<file path="src/shared/silpod_pkg.sv">
// Shared constants for the serial-in latched parallel-out driver
`default_nettype none
package silpod_pkg;
    // Number of shift stages and output latch bits
    localparam int          STAGES        = 8;
    // Depth of the snapshot buffer between the shift stages and the latch
    localparam int          BUF_DEPTH     = 2;
    // Reset contents of the shift stages and of the output latch
    localparam logic [7:0]  SHIFT_RST_VAL = 8'h00;
    localparam logic [7:0]  LATCH_RST_VAL = 8'h00;
    // Number of input pins passed through the synchroniser
    localparam int          PIN_COUNT     = 6;
    // Pin positions in the synchronised pin vector
    localparam int          PIN_DATA      = 0;
    localparam int          PIN_SHIFT     = 1;
    localparam int          PIN_LATCH     = 2;
    localparam int          PIN_CLEAR_N   = 3;
    localparam int          PIN_OE_N      = 4;
    localparam int          PIN_HOLD      = 5;
    // Synchroniser reset levels: clocks, data, clear and hold low, enable off
    localparam logic [5:0]  PIN_RST_VAL   = 6'h10;
endpackage
`default_nettype wire

</file>
<file path="src/core/silpod_sync.sv">
// Three-stage pin synchroniser with agreement filter, one lane per bit
`default_nettype none
module silpod_sync #(
    parameter int          W       = 1,
    parameter logic [W-1:0] RST_VAL = '0
) (
    input  wire logic         clk,
    input  wire logic         rst_n,
    input  wire logic [W-1:0] d_in,
    output logic      [W-1:0] q
);
    import silpod_pkg::*;

    genvar i;
    generate
        for (i = 0; i < W; i++) begin : g_lane
            logic s1;
            logic s2;
            logic s3;
            logic next_q;

            // Accept a new level only once stages two and three agree
            always_comb begin
                next_q = (s2 == s3) ? s3 : q[i];
            end

            // Stage one feeds stage two only
            always_ff @(posedge clk or negedge rst_n) begin
                if (!rst_n) begin
                    s1   <= RST_VAL[i];
                    s2   <= RST_VAL[i];
                    s3   <= RST_VAL[i];
                    q[i] <= RST_VAL[i];
                end else begin
                    s1   <= d_in[i];
                    s2   <= s1;
                    s3   <= s2;
                    q[i] <= next_q;
                end
            end
        end
    endgenerate
endmodule
`default_nettype wire

</file>
<file path="src/core/silpod_buf.sv">
// Small snapshot buffer with valid and ready on both sides
`default_nettype none
module silpod_buf #(
    parameter int WIDTH = 8,
    parameter int DEPTH = 2
) (
    input  wire logic             clk,
    input  wire logic             rst_n,
    input  wire logic             in_valid,
    output logic                  in_ready,
    input  wire logic [WIDTH-1:0] in_data,
    output logic                  out_valid,
    input  wire logic             out_ready,
    output logic      [WIDTH-1:0] out_data
);
    import silpod_pkg::*;

    localparam int PW = (DEPTH > 1) ? $clog2(DEPTH) : 1;
    localparam int CW = $clog2(DEPTH + 1);
    localparam logic [PW-1:0] LAST = PW'(DEPTH - 1);
    localparam logic [CW-1:0] FULL = CW'(DEPTH);

    logic [WIDTH-1:0] mem [DEPTH];
    logic [PW-1:0]    wr_ptr;
    logic [PW-1:0]    rd_ptr;
    logic [CW-1:0]    count;
    logic [PW-1:0]    next_wr_ptr;
    logic [PW-1:0]    next_rd_ptr;
    logic [CW-1:0]    next_count;
    logic             push;
    logic             pop;

    assign out_data = mem[rd_ptr];

    // Pointer and fill level bookkeeping; ready and valid are registered
    always_comb begin
        push        = in_valid && in_ready;
        pop         = out_valid && out_ready;
        next_wr_ptr = wr_ptr;
        next_rd_ptr = rd_ptr;
        next_count  = count;
        if (push) begin
            next_wr_ptr = (wr_ptr == LAST) ? '0 : PW'(wr_ptr + 1'b1);
        end
        if (pop) begin
            next_rd_ptr = (rd_ptr == LAST) ? '0 : PW'(rd_ptr + 1'b1);
        end
        if (push && !pop) begin
            next_count = CW'(count + 1'b1);
        end else if (pop && !push) begin
            next_count = CW'(count - 1'b1);
        end
    end

    // State registers
    always_ff @(posedge clk or negedge rst_n) begin
        if (!rst_n) begin
            wr_ptr    <= '0;
            rd_ptr    <= '0;
            count     <= '0;
            in_ready  <= 1'b1;
            out_valid <= 1'b0;
        end else begin
            wr_ptr    <= next_wr_ptr;
            rd_ptr    <= next_rd_ptr;
            count     <= next_count;
            in_ready  <= (next_count != FULL);
            out_valid <= (next_count != '0);
        end
    end

    // Storage is written only on an accepted push
    always_ff @(posedge clk) begin
        if (push) begin
            mem[wr_ptr] <= in_data;
        end
    end
endmodule
`default_nettype wire

</file>
<file path="src/core/silpod_top.sv">
// Serial-in shift stages, buffered output latch and three-state outputs
//
// What this block does
// - Shift edge loads serial input into stage one, others move one stage up.
// - Shift and latch clocks are independent; each acts on rising edge only.
// - Every bit has a separate shift element and a latch element.
// - Latch edge copies all stages at once; latch drives the parallel outputs.
// - Cascade output always shows the final shift stage for chaining.
// - With both clocks tied, outputs show shift contents one clock behind.
// - Clear input low zeroes shift stages and cascade; latch keeps contents.
// - Enable input high floats all parallel outputs; cascade keeps driving.
// - Output enable changes never disturb shifting or stage contents.
`default_nettype none
module silpod_top #(
    parameter int STAGES    = silpod_pkg::STAGES,
    parameter int BUF_DEPTH = silpod_pkg::BUF_DEPTH
) (
    input  wire logic              MCLK,
    input  wire logic              RST_N,
    input  wire logic              SERIAL_DATA_IN,
    input  wire logic              SHIFT_CLOCK_IN,
    input  wire logic              LATCH_CLOCK_IN,
    input  wire logic              CLEAR_N,
    input  wire logic              OUT_EN_N,
    input  wire logic              UPDATE_HOLD,
    output logic      [STAGES-1:0] PAR_OUT,
    output logic      [STAGES-1:0] PAR_OE,
    output logic                   CASCADE_SERIAL_OUT,
    output logic                   LATCH_READY
);
    import silpod_pkg::*;

    // Synchronised pin vector and its named lanes
    logic [PIN_COUNT-1:0] pins;
    logic                 data_lvl;
    logic                 shift_lvl;
    logic                 latch_lvl;
    logic                 clear_n_lvl;
    logic                 oe_n_lvl;
    logic                 hold_lvl;

    // Edge detector state for the two clock pins
    logic                 shift_prev;
    logic                 latch_prev;
    logic                 next_shift_prev;
    logic                 next_latch_prev;
    logic                 shift_rise;
    logic                 latch_rise;

    // Shift elements, latch elements and what feeds each stage
    logic [STAGES-1:0]    shift_stage;
    logic [STAGES-1:0]    latch_stage;
    logic [STAGES-1:0]    stage_feed;

    // Output enable, one flop per parallel output
    logic [STAGES-1:0]    oe_vec;

    // Snapshot buffer handshake between shift stages and latch
    logic                 buf_in_ready;
    logic                 buf_out_valid;
    logic [STAGES-1:0]    buf_out_data;
    logic                 buf_out_ready;
    logic                 buf_pop;

    // All pins come from outside the clock domain
    silpod_sync #(
        .W       (PIN_COUNT),
        .RST_VAL (PIN_RST_VAL)
    ) u_sync (
        .clk   (MCLK),
        .rst_n (RST_N),
        .d_in  ({UPDATE_HOLD, OUT_EN_N, CLEAR_N,
                 LATCH_CLOCK_IN, SHIFT_CLOCK_IN, SERIAL_DATA_IN}),
        .q     (pins)
    );

    // Named lanes of the synchronised pins
    assign data_lvl    = pins[PIN_DATA];
    assign shift_lvl   = pins[PIN_SHIFT];
    assign latch_lvl   = pins[PIN_LATCH];
    assign clear_n_lvl = pins[PIN_CLEAR_N];
    assign oe_n_lvl    = pins[PIN_OE_N];
    assign hold_lvl    = pins[PIN_HOLD];

    assign shift_rise = shift_lvl && !shift_prev;
    assign latch_rise = latch_lvl && !latch_prev;

    // Edge history next values, each clock pin kept apart
    always_comb begin
        next_shift_prev = shift_lvl;
        next_latch_prev = latch_lvl;
    end

    // Edge history starts at the lane's reset level: no false edge
    always_ff @(posedge MCLK or negedge RST_N) begin
        if (!RST_N) begin
            shift_prev <= PIN_RST_VAL[PIN_SHIFT];
            latch_prev <= PIN_RST_VAL[PIN_LATCH];
        end else begin
            shift_prev <= next_shift_prev;
            latch_prev <= next_latch_prev;
        end
    end

    // Stage zero takes the data pin, every other stage the one below
    assign stage_feed = {shift_stage[STAGES-2:0], data_lvl};

    // One slice per bit: shift element, latch element, output enable
    genvar b;
    generate
        for (b = 0; b < STAGES; b++) begin : g_bit
            logic next_shift_bit;
            logic next_latch_bit;
            logic next_oe_bit;

            // Shift element next value
            always_comb begin
                next_shift_bit = shift_stage[b];
                if (!clear_n_lvl) begin
                    next_shift_bit = SHIFT_RST_VAL[b];
                end else if (shift_rise) begin
                    next_shift_bit = stage_feed[b];
                end
            end

            always_ff @(posedge MCLK or negedge RST_N) begin
                if (!RST_N) begin
                    shift_stage[b] <= SHIFT_RST_VAL[b];
                end else begin
                    shift_stage[b] <= next_shift_bit;
                end
            end

            // Latch element next value
            always_comb begin
                next_latch_bit = latch_stage[b];
                if (buf_pop) begin
                    next_latch_bit = buf_out_data[b];
                end
            end

            always_ff @(posedge MCLK or negedge RST_N) begin
                if (!RST_N) begin
                    latch_stage[b] <= LATCH_RST_VAL[b];
                end else begin
                    latch_stage[b] <= next_latch_bit;
                end
            end

            // Output enable next value
            always_comb begin
                next_oe_bit = !oe_n_lvl;
            end

            // Enable flop; outputs float until the enable pin is seen
            always_ff @(posedge MCLK or negedge RST_N) begin
                if (!RST_N) begin
                    oe_vec[b] <= 1'b0;
                end else begin
                    oe_vec[b] <= next_oe_bit;
                end
            end
        end
    endgenerate

    // Hold keeps snapshots queued instead of reaching the latch
    assign buf_out_ready = !hold_lvl;
    assign buf_pop       = buf_out_valid && buf_out_ready;

    // Snapshots wait here while the output side is held
    // parallel snapshot on latch edge
    silpod_buf #(
        .WIDTH (STAGES),
        .DEPTH (BUF_DEPTH)
    ) u_buf (
        .clk       (MCLK),
        .rst_n     (RST_N),
        .in_valid  (latch_rise),
        .in_ready  (buf_in_ready),
        .in_data   (shift_stage),
        .out_valid (buf_out_valid),
        .out_ready (buf_out_ready),
        .out_data  (buf_out_data)
    );

    assign CASCADE_SERIAL_OUT = shift_stage[STAGES-1];

    // Outputs come straight from their flops
    assign PAR_OUT     = latch_stage;
    assign PAR_OE      = oe_vec;
    assign LATCH_READY = buf_in_ready; // Registered inside the buffer
endmodule
`default_nettype wire

</file>
<file path="config.mk">
export PLATFORM = sky130hd
export DESIGN_NAME = silpod_top
export DESIGN_NICKNAME = d
export VERILOG_FILES = /design/src/shared/silpod_pkg.sv /design/src/core/silpod_sync.sv /design/src/core/silpod_buf.sv /design/src/core/silpod_top.sv
export SDC_FILE = /design/constraint.sdc
export NUM_CORES = 1
export LEC_CHECK = 0
export ABC_AREA = 1
export BUFFER_PORTS_ARGS = -buffer_cell sky130_fd_sc_hd__clkbuf_2
export CAP_MARGIN = 40
export CORE_AREA = 2 2 76 78
export CTS_CLUSTER_SIZE = 12
export DETAILED_ROUTE_END_ITERATION = 6
export DIE_AREA = 0 0 78 80
export GPL_TIMING_DRIVEN = 0
export HOLD_SLACK_MARGIN = 0.15
export SYNTH_ARGS = -nofsm -noshare
export SYNTH_HDL_FRONTEND = slang
export SYNTH_SLANG_ARGS = --single-unit
</file>
<file path="constraint.sdc">
create_clock -name MCLK -period 1.6 [get_ports MCLK]
set_input_delay 0.16 -clock MCLK [delete_from_list [all_inputs] [get_ports MCLK]]
set_output_delay 0.16 -clock MCLK [all_outputs]
set_load 0.05 [all_outputs]
</file>
==> impl_metrics.json, run 1 <==
{
  "synth-compound-area-share": 0.0532,
  "post_drt_wl_per_cell_um": 11.0,
  "hold_viol": 0,
  "die_h_um": 80,
  "dpl_worst_slack_ns": 0.157,
  "ys_ff_latch": 65,
  "fin_crit_ns": 1.42,
  "clock_skew_ns": 0.00704,
  "drive_above_1_share": 0.303,
  "grt_start_max_net_pins": 29,
  "max_stage_delay_ns": 0.56,
  "track_usage": 0.130,
  "path_cells": "nand3_4 > nor2_2",
  "netlist_area_um2": 2350,
  "synthFlopType": "dfrtp_1",
  "ys_seq_area_frac": 0.728,
  "crit_path_start": "u_buf.in_ready",
  "synthCells": 185,
  "worstMarginPinSlew_ns": 0.572,
  "dr.pass1.iters": 4,
  "cp-end-kind": "register",
  "grt_pass1_vias": 1340,
  "synth.yosys.warnings": 0,
  "clock_latency_ns": 0.33,
  "syn_area_per_cell_um2": 12.7,
  "core_um2": 5410,
  "max_freq_mhz": 704,
  "worst_ep_arrival_time_ns": 1.40,
  "cts_tree": "done",
  "htreeDepth": 3,
  "yosys.cell_types.count": 24,
  "ir_worst_vdd_mv": 0.841,
  "antenna_found_initial": 0,
  "p_per_area_nw_per_um2": 1770,
  "num_rows": 27,
  "rr_startpoint": "u_buf.in_ready",
  "grt-ovfl-total": 0,
  "syn2layout_area_growth_pct": 22.2,
  "dieArea_um2": 6240,
  "p_leak_nw": 1.30,
  "grtUsageMet1": 0.163,
  "criticalPathCategory": "reg2reg",
  "hpwl_um": 2300,
  "synth_adder_area_share": 0.0255,
  "ys_async_sr_fraction": 0.754,
  "muxShareOfSynthArea": 0,
  "reg2reg_setup_slack_ns": 0.18,
  "post_cts_buffers": 0,
  "diodes": 0,
  "min_from": "u_sync.g_lane[3].s1",
  "antenna_left": 0,
  "post_synth_xor_area_fraction": 0.00372,
  "numPortBuffers": 25,
  "met3_usage": 0.0509,
  "cts_buffers": 9,
  "slew_violations": 0,
  "root_buffer": "clkbuf_8",
  "startpoint_type": "register",
  "grt_busiest_layer": "met2",
  "worstRegToRegCells": 2,
  "nNetsFinal": 237,
  "clkSinkCount": 65,
  "cts_buffer_depth": 2,
  "synth_top_family_by_area": "simple AND/OR/NAND/NOR gates",
  "min_period_over_period": 0.888,
  "cp-endpoint": "u_buf.mem[1][0]",
  "wirelength_um": 3370,
  "tns_ns": 0,
  "path_clk_slew_ns": 0.06,
  "cap_violations": 0,
  "fin_ws_ns": 0.179,
  "drc": 0,
  "initial_core_util": 0.435,
  "rsz0062_at_grt": "no",
  "yosys.area_share.simple": 0.127,
  "path_max_fanout": 9,
  "viasPerCell": 4.37,
  "place_congestion": 0.723,
  "hold_path_depth": 0,
  "cts_hold_buf": 7,
  "crit_required_ns": 1.58,
  "ctsResizeCount": 0,
  "die_w_um": 78,
  "slowest_stage": "dfstp_2",
  "io_pins": 26,
  "reg2reg_to": "u_buf.mem[1][0]",
  "syn-num-nets": 193,
  "grt_pass1_wl_um": 6110,
  "relSlewSlack": 0.619,
  "hp-class": "reg2reg",
  "drt_iter0_drc": 99,
  "setup_viol": 0,
  "synth_edf_count": 16,
  "grt_use_met2": 0.193,
  "num_vias": 1338,
  "status": "complete, no violations"
}
registers in the layout (all words and copies together) (netlist names), 2 cells and up:
register          cells
PAR_OUT               8
shift_stage           7
u_sync.g_lane.s1      6
u_buf.mem            16
u_sync.g_lane.s3      6
u_sync.q              6
u_buf.count           2
u_sync.g_lane.s2      6
worst min-delay path by stage:
| stage | endpoint | slack [ns] |
|---|---|---|
| after floorplan | CASCADE_SERIAL_OUT | -0.14 |
| after global placement | u_sync.g_lane[4].s1 | 0.25 |
| after detailed placement | u_sync.g_lane[3].s3 | 0.19 |
| after CTS | u_sync.g_lane[3].s2 | 0.34 |
| after global routing | u_sync.g_lane[5].s2 | 0.36 |
| final | u_sync.g_lane[3].s2 | 0.34 |
synth_stat cells (2+ instances only):
| cell type | count | area, um2 |
|---|---|---|
| dfrtp_1 | 44 | 1100 |
| buf_2 | 2 | 10.0 |
| nand2_1 | 29 | 109 |
| nand3_1 | 6 | 30.0 |
| edfxtp_1 | 16 | 480 |
| inv_1 | 11 | 41.3 |
| maj3_1 | 6 | 60.1 |
| nor2_1 | 15 | 56.3 |
| inv_2 | 3 | 11.3 |
| o21ai_0 | 6 | 30.0 |
| a21oi_1 | 19 | 95.1 |
| nand3_2 | 2 | 20.0 |
| dfstp_2 | 5 | 131 |
| buf_4 | 8 | 60.1 |
| nand2_2 | 4 | 25.0 |
cell usage in the layout (no fill, tap or decap), types with 3 or more instances in the layout:
| cell type | count |
|---|---|
| a21oi_1 | 19 |
| buf_4 | 8 |
| clkbuf_1 | 3 |
| clkbuf_2 | 25 |
| clkbuf_8 | 10 |
| dfrtp_1 | 44 |
| dfstp_2 | 5 |
| dlygate4sd3_1 | 7 |
| edfxtp_1 | 16 |
| inv_1 | 11 |
| inv_2 | 3 |
| maj3_1 | 6 |
| nand2_1 | 29 |
| nand2_2 | 4 |
| nand3_1 | 6 |
| nor2_1 | 13 |
| o21ai_0 | 6 |
per-layer routing:
layer / share of wire / routed length [um] / vias to the layer above
met5: 0 / 0 / -
met4: 0.019 / 63 / 0
met3: 0.038 / 127 / 5
met2: 0.47 / 1580 / 22
met1: 0.48 / 1600 / 622
li1: - / - / 689
logic make-up (layout without fill, tap and decap cells):
group           after synthesis  after routing
buf+inv                      27             76
flops                        65             65
xor+xnor                      1              1
fa+ha+maj                     6              6
simple gates                 61             61
compound gates               25             25
worst max-delay path: cells and delay by family (launching register included):
kind,cells,cell delay (ns)
flip-flops,1,0.56
AND/OR/NAND/NOR,2,0.50
layout make-up:
cell class | count | area, um2
clock buffer | 13 | 149
sequential | 65 | 1710
timing repair buffer | 33 | 215
clock inverter | 3 | 63.8
multi-input combinational | 93 | 498
inverter | 16 | 66.3
fill | 486 | 2530
buffer | 11 | 81.3
tap | 72 | 90.1
report_power, final:
part           switching (W)  internal (W)
combinational        0.00102      0.000397
sequential          0.000173       0.00203
clock               0.000558      0.000917
total                0.00176       0.00334
stage by stage:
step / area [um2] / hold slack, ns / total power (W) / cells / utilization
5_1_grt: 2880 / 0.360 / 0.00541 / 306 / 0.532
3_3_place_gp: 2570 / 0.250 / 0.00364 / 282 / 0.476
4_1_cts: 2880 / 0.341 / 0.00517 / 306 / 0.532
6_report: 2880 / 0.341 / 0.00510 / 306 / 0.532
2_1_floorplan: 2360 / -0.136 / 0.00333 / 185 / -
3_5_place_dp: 2590 / 0.186 / 0.00366 / 283 / 0.480
Power figures use the tool's default switching activity.
==> inputs of run 2 (changes only) <==
--- a/config.mk
+++ b/config.mk
@@ -8,12 +8,12 @@
 export ABC_AREA = 1
 export BUFFER_PORTS_ARGS = -buffer_cell sky130_fd_sc_hd__clkbuf_2
 export CAP_MARGIN = 40
-export CORE_AREA = 2 2 76 78
-export CTS_CLUSTER_SIZE = 12
+export CORE_AREA = 2 2 77 79
 export DETAILED_ROUTE_END_ITERATION = 6
-export DIE_AREA = 0 0 78 80
+export DIE_AREA = 0 0 79 81
 export GPL_TIMING_DRIVEN = 0
 export HOLD_SLACK_MARGIN = 0.15
 export SYNTH_ARGS = -nofsm -noshare
 export SYNTH_HDL_FRONTEND = slang
+export SYNTH_HIERARCHICAL = 1
 export SYNTH_SLANG_ARGS = --single-unit
==> run 2 against run 1 <==
  * Largest cell class unchanged
  * Register-to-register slack better by 0.02 ns
  * Critical path depth rose by 2
  * Worst hold slack got worse by 0.040 ns
  * Critical endpoint is now u_buf/mem[1][5]
  * Global-route usage is 0.096 points lower
  * Critical path type unchanged
  * Area after synthesis grew 2.9%
  * Utilization down 1.9 points
  * Maximum frequency increased by 1.5%
  * Clock skew is 0.0017 ns lower
  * Die area is 2.5% higher
  * Sequential power fell by 3%
  * Flip-flop and latch count is the same
==> impl_metrics.json, run 2 <==
{
  "htreeDepth": 3,
  "initial_core_util": 0.427,
  "final_core_util": 0.513,
  "cp-end-kind": "register",
  "synth_largest_area_cell": "dfrtp_1",
  "clock_latency_ns": 0.33,
  "cap_violations": 0,
  "nNetsFinal": 275,
  "numPortBuffers": 25,
  "synth.yosys.warnings": 6,
  "core_um2": 5680,
  "post_drt_wl_per_cell_um": 10.1,
  "antenna_found_initial": 0,
  "status": "complete, no violations",
  "hp-class": "in2async",
  "num_rows": 28,
  "cts_buffer_depth": 2,
  "synth.most_common_cell": "nand2_1",
  "max_flop_register": "u_buf/mem",
  "post_cts_buffers": 0,
  "io_pins": 26,
  "fin_crit_ns": 1.40,
  "ys_seq_area_frac": 0.707,
  "ys_async_sr_fraction": 0.754,
  "hpwl_um": 2320,
  "setup_viol": 0,
  "syn-num-nets": 231,
  "yosys.cell_types.count": 17,
  "mostFrequentLayoutCell": "nand2_1",
  "place_congestion": 0.787,
  "worst_ep_arrival_time_ns": 1.38,
  "layout_common_cells": "81 x nand2_1, 44 x dfrtp_1, 25 x clkbuf_2",
  "syn2layout_area_growth_pct": 20.1,
  "track_usage": 0.129,
  "syn_area_per_cell_um2": 10.9,
  "antenna_left": 0,
  "die_w_um": 79,
  "diodes": 0,
  "relSlewSlack": 0.709,
  "crit_required_ns": 1.58,
  "grt_pass1_wl_um": 6130,
  "synth_area_leaders": "dfrtp_1 45%, edfxtp_1 20%, nand2_1 13%",
  "drt_iter0_drc": 36,
  "ir_worst_vdd_mv": 0.719,
  "fin_ws_ns": 0.199,
  "clkSinkCount": 65,
  "rsz0062_at_grt": "no",
  "synthCells": 223,
  "ys_ff_latch": 65,
  "startpoint_type": "register",
  "worstMarginPinSlew_ns": 0.437,
  "viasPerCell": 4.29,
  "p_per_area_nw_per_um2": 1610,
  "criticalPathCategory": "reg2reg",
  "netlist_top_cells_count": "81 x nand2_1, 44 x dfrtp_1, 16 x edfxtp_1",
  "drive_above_1_share": 0.279,
  "max_freq_mhz": 714,
  "dieArea_um2": 6400,
  "grt_start_max_net_pins": 35,
  "wirelength_um": 3500,
  "synth_edf_count": 16,
  "cts_buffers": 9,
  "path_clk_slew_ns": 0.06,
  "grt_pass1_vias": 1435,
  "netlist_area_um2": 2420,
  "clock_skew_ns": 0.00531,
  "synth_top_area_share": 0.455,
  "dr.pass1.iters": 4,
  "largest_register_ffs": 16,
  "p_leak_nw": 1.49,
  "fillers": 540,
  "min_period_over_period": 0.875,
  "drc": 0,
  "dpl_worst_slack_ns": -0.0271,
  "die_h_um": 81,
  "grt-ovfl-total": 0,
  "path_max_fanout": 8,
  "hold_viol": 0,
  "synthFlopType": "dfrtp_1",
  "slew_violations": 0,
  "num_vias": 1488,
  "root_buffer": "clkbuf_8",
  "cts_tree": "done"
}
==> run 2: path summary, 6_finish.rpt <==
kind                                     start                  end  slack, ns  depth (start not counted)
max in group asynchronous                RST_N       u_buf/in_ready       0.71                          3
setup reg to reg                   u_sync/q[2]      u_buf/mem[1][5]       0.20                          4
min in group MCLK          u_sync/g_lane[3].s1  u_sync/g_lane[3].s2       0.34                          0
hold / removal                           RST_N           PAR_OUT[7]       0.30                          2
setup / recovery                   u_sync/q[2]      u_buf/mem[1][5]       0.20                          4
hold reg to reg            u_sync/g_lane[3].s1  u_sync/g_lane[3].s2       0.34                          0
==> run 2: repair_timing <==
item,4_1_cts,5_1_grt
hold endpoints to repair,50,0
hold buffers,7,0
endpoints found under the setup margin,16,0
resized for setup,2,0
==> run 2: area by class of cell <==
cell class                      instances  area, um2  area share
Sequential cell                        65       1710       0.589
Multi-Input combinational cell        123        546       0.187
Timing Repair Buffer                   33        215      0.0739
Clock buffer                           13        159      0.0546
Inverter                               25       96.3      0.0331
Tap cell                               75       93.8      0.0322
Buffer                                 10       72.6      0.0249
Clock inverter                          3       15.0     0.00516
==> run 2: power breakdown <==
part           switching (W)  internal, W
clock               0.000553     0.000639
combinational       0.000986     0.000368
sequential          0.000137      0.00199
==> run 2: worst max-delay path: stages (launching register included) <==
cell and delay, ns:
dfrtp_1 0.36, inv_1 0.04, nor2_1 0.14, nand2_2 0.15, nor2_2 0.36
==> run 2: cells by family after synthesis <==
kind of cell,share of synthesized area
AO/OA/AOI/OAI,0.0124
XOR/XNOR,0.00723
buffers and inverters,0.0697
flip-flops,0.707
AND/OR/NAND/NOR,0.204
==> run 2: per-layer routing <==
metal	up-vias	track usage	share of wire
met3	7	0.0622	0.056
li1	776	-	-
met1	677	0.131	0.45
met5	-	0	0
met4	0	0.0690	0.018
met2	28	0.221	0.48
==> run 2: metrics by stage <==
step                      power [W]  setup TNS [ns]  hold slack (ns)  std cells  area, um2
after CTS                   0.00475               0            0.295        347       2910
final                       0.00467               0            0.300        347       2910
after global placement      0.00347         -0.0841            0.248        323       2640
after floorplan             0.00320          -0.156           -0.136        223       2420
after detailed placement    0.00350          -0.214            0.122        324       2660
after global routing        0.00499               0            0.333        347       2910
==> inputs of run 3 (changes only) <==
--- a/config.mk
+++ b/config.mk
@@ -5,12 +5,11 @@
 export SDC_FILE = /design/constraint.sdc
 export NUM_CORES = 1
 export LEC_CHECK = 0
-export ABC_AREA = 1
 export BUFFER_PORTS_ARGS = -buffer_cell sky130_fd_sc_hd__clkbuf_2
 export CAP_MARGIN = 40
-export CORE_AREA = 2 2 77 79
+export CORE_AREA = 2 2 76 78
 export DETAILED_ROUTE_END_ITERATION = 6
-export DIE_AREA = 0 0 79 81
+export DIE_AREA = 0 0 78 80
 export GPL_TIMING_DRIVEN = 0
 export HOLD_SLACK_MARGIN = 0.15
 export SYNTH_ARGS = -nofsm -noshare
==> run 3 against run 2 <==
  * Critical path depth decreased by 1
  * Area after synthesis decreased by 2.1%
  * Utilization increased by 2.0 points
  * Non-clock buffer count increased by 1
  * Worst setup slack got worse by 0.0086 ns
  * Combinational power increased by 7%
  * Sequential power increased by 2%
  * Flip-flop and latch count unchanged
  * Total power increased by 5.1%
  * Synthesized cell count decreased by 36%
  * Final area decreased by 1.1%
  * Maximum frequency decreased by 0.61%
  * Critical path type unchanged
  * Largest cell class unchanged
  * Largest power group unchanged
==> impl_metrics.json, run 3 <==
{
  "netlist_top_cells_count": "44 x dfrtp_1, 16 x edfxtp_1, 12 x nand2_1",
  "cap_violations": 0,
  "criticalPathCategory": "reg2reg",
  "ff_latch_area_um2": 1710,
  "setup_viol": 0,
  "grt_pass1_wl_um": 5340,
  "nNetsFinal": 194,
  "synth-compound-area-share": 0.0169,
  "min_period_over_period": 0.881,
  "synth_edf_count": 16,
  "syn2layout_area_growth_pct": 21.4,
  "ys_seq_area_frac": 0.722,
  "grt_pass1_vias": 1203,
  "max_freq_mhz": 710,
  "fillers": 476,
  "status": "complete, no violations",
  "slew_violations": 0,
  "cts_buffer_depth": 2,
  "num_rows": 27,
  "worstMarginPinSlew_ns": 0.616,
  "startpoint_type": "register",
  "netlist_area_um2": 2370,
  "rsz0062_at_grt": "no",
  "p_per_area_nw_per_um2": 1710,
  "fin_crit_ns": 1.41,
  "worst_ep_arrival_time_ns": 1.43,
  "yosys.area_share.simple": 0.0496,
  "die_w_um": 78,
  "drt_iter0_drc": 51,
  "antenna_found_initial": 0,
  "cts_tree": "done",
  "dr.pass1.iters": 2,
  "hold_viol": 0,
  "cp-end-kind": "register",
  "ys_ff_latch": 65,
  "path_clk_slew_ns": 0.07,
  "multi_input_area_um2": 578,
  "htreeDepth": 3,
  "layout_common_cells": "44 x dfrtp_1, 25 x clkbuf_2, 16 x edfxtp_1",
  "synthFlopType": "dfrtp_1",
  "grt_start_max_net_pins": 27,
  "crit_required_ns": 1.62,
  "clock_skew_ns": 0.00499,
  "clkSinkCount": 65,
  "muxShareOfSynthArea": 0.131,
  "io_pins": 26,
  "drc": 0,
  "synth_top_family_by_area": "multiplexers",
  "grt-ovfl-total": 0,
  "drive_above_1_share": 0.429,
  "cts_buffers": 9,
  "syn-num-nets": 150,
  "ir_worst_vdd_mv": 0.787,
  "ys_async_sr_fraction": 0.754,
  "place_congestion": 0.701,
  "viasPerCell": 4.49,
  "num_vias": 1180,
  "diodes": 0,
  "synth_top_area_share": 0.464,
  "synth_area_leaders": "dfrtp_1 46%, edfxtp_1 20%, dfstp_2 5.5%",
  "post_synth_xor_area_fraction": 0.0148,
  "hp-class": "reg2reg",
  "yosys.cell_types.count": 26,
  "synth_adder_area_share": 0.0285,
  "largest_register_ffs": 16,
  "clock_latency_ns": 0.33,
  "wirelength_um": 3070,
  "track_usage": 0.117,
  "die_h_um": 80,
  "synth.yosys.warnings": 6,
  "hpwl_um": 2000,
  "syn_area_per_cell_um2": 16.7,
  "synth.most_common_cell": "dfrtp_1",
  "dieArea_um2": 6240,
  "path_max_fanout": 8,
  "synth_largest_area_cell": "dfrtp_1",
  "fin_total_pwr_w": 0.00491,
  "relSlewSlack": 0.589,
  "mostFrequentLayoutCell": "dfrtp_1",
  "post_drt_wl_per_cell_um": 11.7,
  "p_leak_nw": 1.26,
  "core_um2": 5410,
  "max_flop_register": "u_buf/mem",
  "synthCells": 142,
  "tns_ns": 0,
  "antenna_left": 0,
  "numPortBuffers": 25,
  "initial_core_util": 0.439,
  "root_buffer": "clkbuf_8"
}
## run 3: per-layer routing
layer,GRT usage,share of wire
met3,0.0339,0.042
met5,0,0
met1,0.132,0.46
met4,0.111,0.037
met2,0.178,0.46
## run 3: worst paths after layout
| check | cells after the start | start | slack, ns | end |
|---|---|---|---|---|
| worst max-delay path | 3 | u_sync/q[2] | 0.19 | u_buf/mem[0][0] |
| worst min-delay path | 0 | u_sync/g_lane[2].s1 | 0.34 | u_sync/g_lane[2].s2 |
| worst max register to register | 3 | u_sync/q[2] | 0.19 | u_buf/mem[0][0] |
| worst min register to register | 0 | u_sync/g_lane[2].s1 | 0.34 | u_sync/g_lane[2].s2 |
| max in group asynchronous | 3 | RST_N | 0.62 | u_buf/in_ready |
| min in group asynchronous | 2 | RST_N | 0.37 | u_sync/g_lane[5].s1 |
## run 3: report_power, final
group	total, W	internal, W	switching [W]
sequential	0.00217	0.00200	0.000173
combinational	0.00144	0.000594	0.000849
clock	0.00130	0.000708	0.000587
total	0.00491	0.00330	0.00161
## run 3: worst max-delay path, stage by stage (launching register included)
cell,delay [ns]
dfrtp_1,0.36
nor2b_1,0.21
nand2_1,0.25
nor2_4,0.28
## run 3: cells by family after synthesis
group,count (synthesis)
DFF,65
muxes,26
and+or+nand+nor,23
buffers and inverters,13
adders and majority gates,6
AOI/OAI and AO/OA,5
xor gates and xnor gates,4
## run 3: layout make-up
cell class,instances,area share
multi-input cells,64,0.201
flip-flops and latches,65,0.595
plain buffers,11,0.0278
clock inverters,6,0.0204
well taps,72,0.0313
repair buffers,33,0.0774
inverters,2,0.00261
clock buffers,10,0.0443
## run 3: timing repair
action,in CTS,in global routing
endpoints found under the hold margin,25,0
setup endpoints to repair,0,8
setup buffers,0,0
hold buffers,7,0
gates resized for setup,0,1
## run 3: metrics by stage
stage                     setup slack [ns]  instances  hold WS (ns)   util  area (um2)
after floorplan                     0.0378        142        -0.136      -        2370
after global placement              0.0873        239         0.248  0.479        2590
after detailed placement            0.0720        240         0.209  0.484        2620
after CTS                           0.0613        263         0.343  0.531        2870
after global routing                0.0115        263         0.356  0.532        2880
final                                0.191        263         0.344  0.532        2880
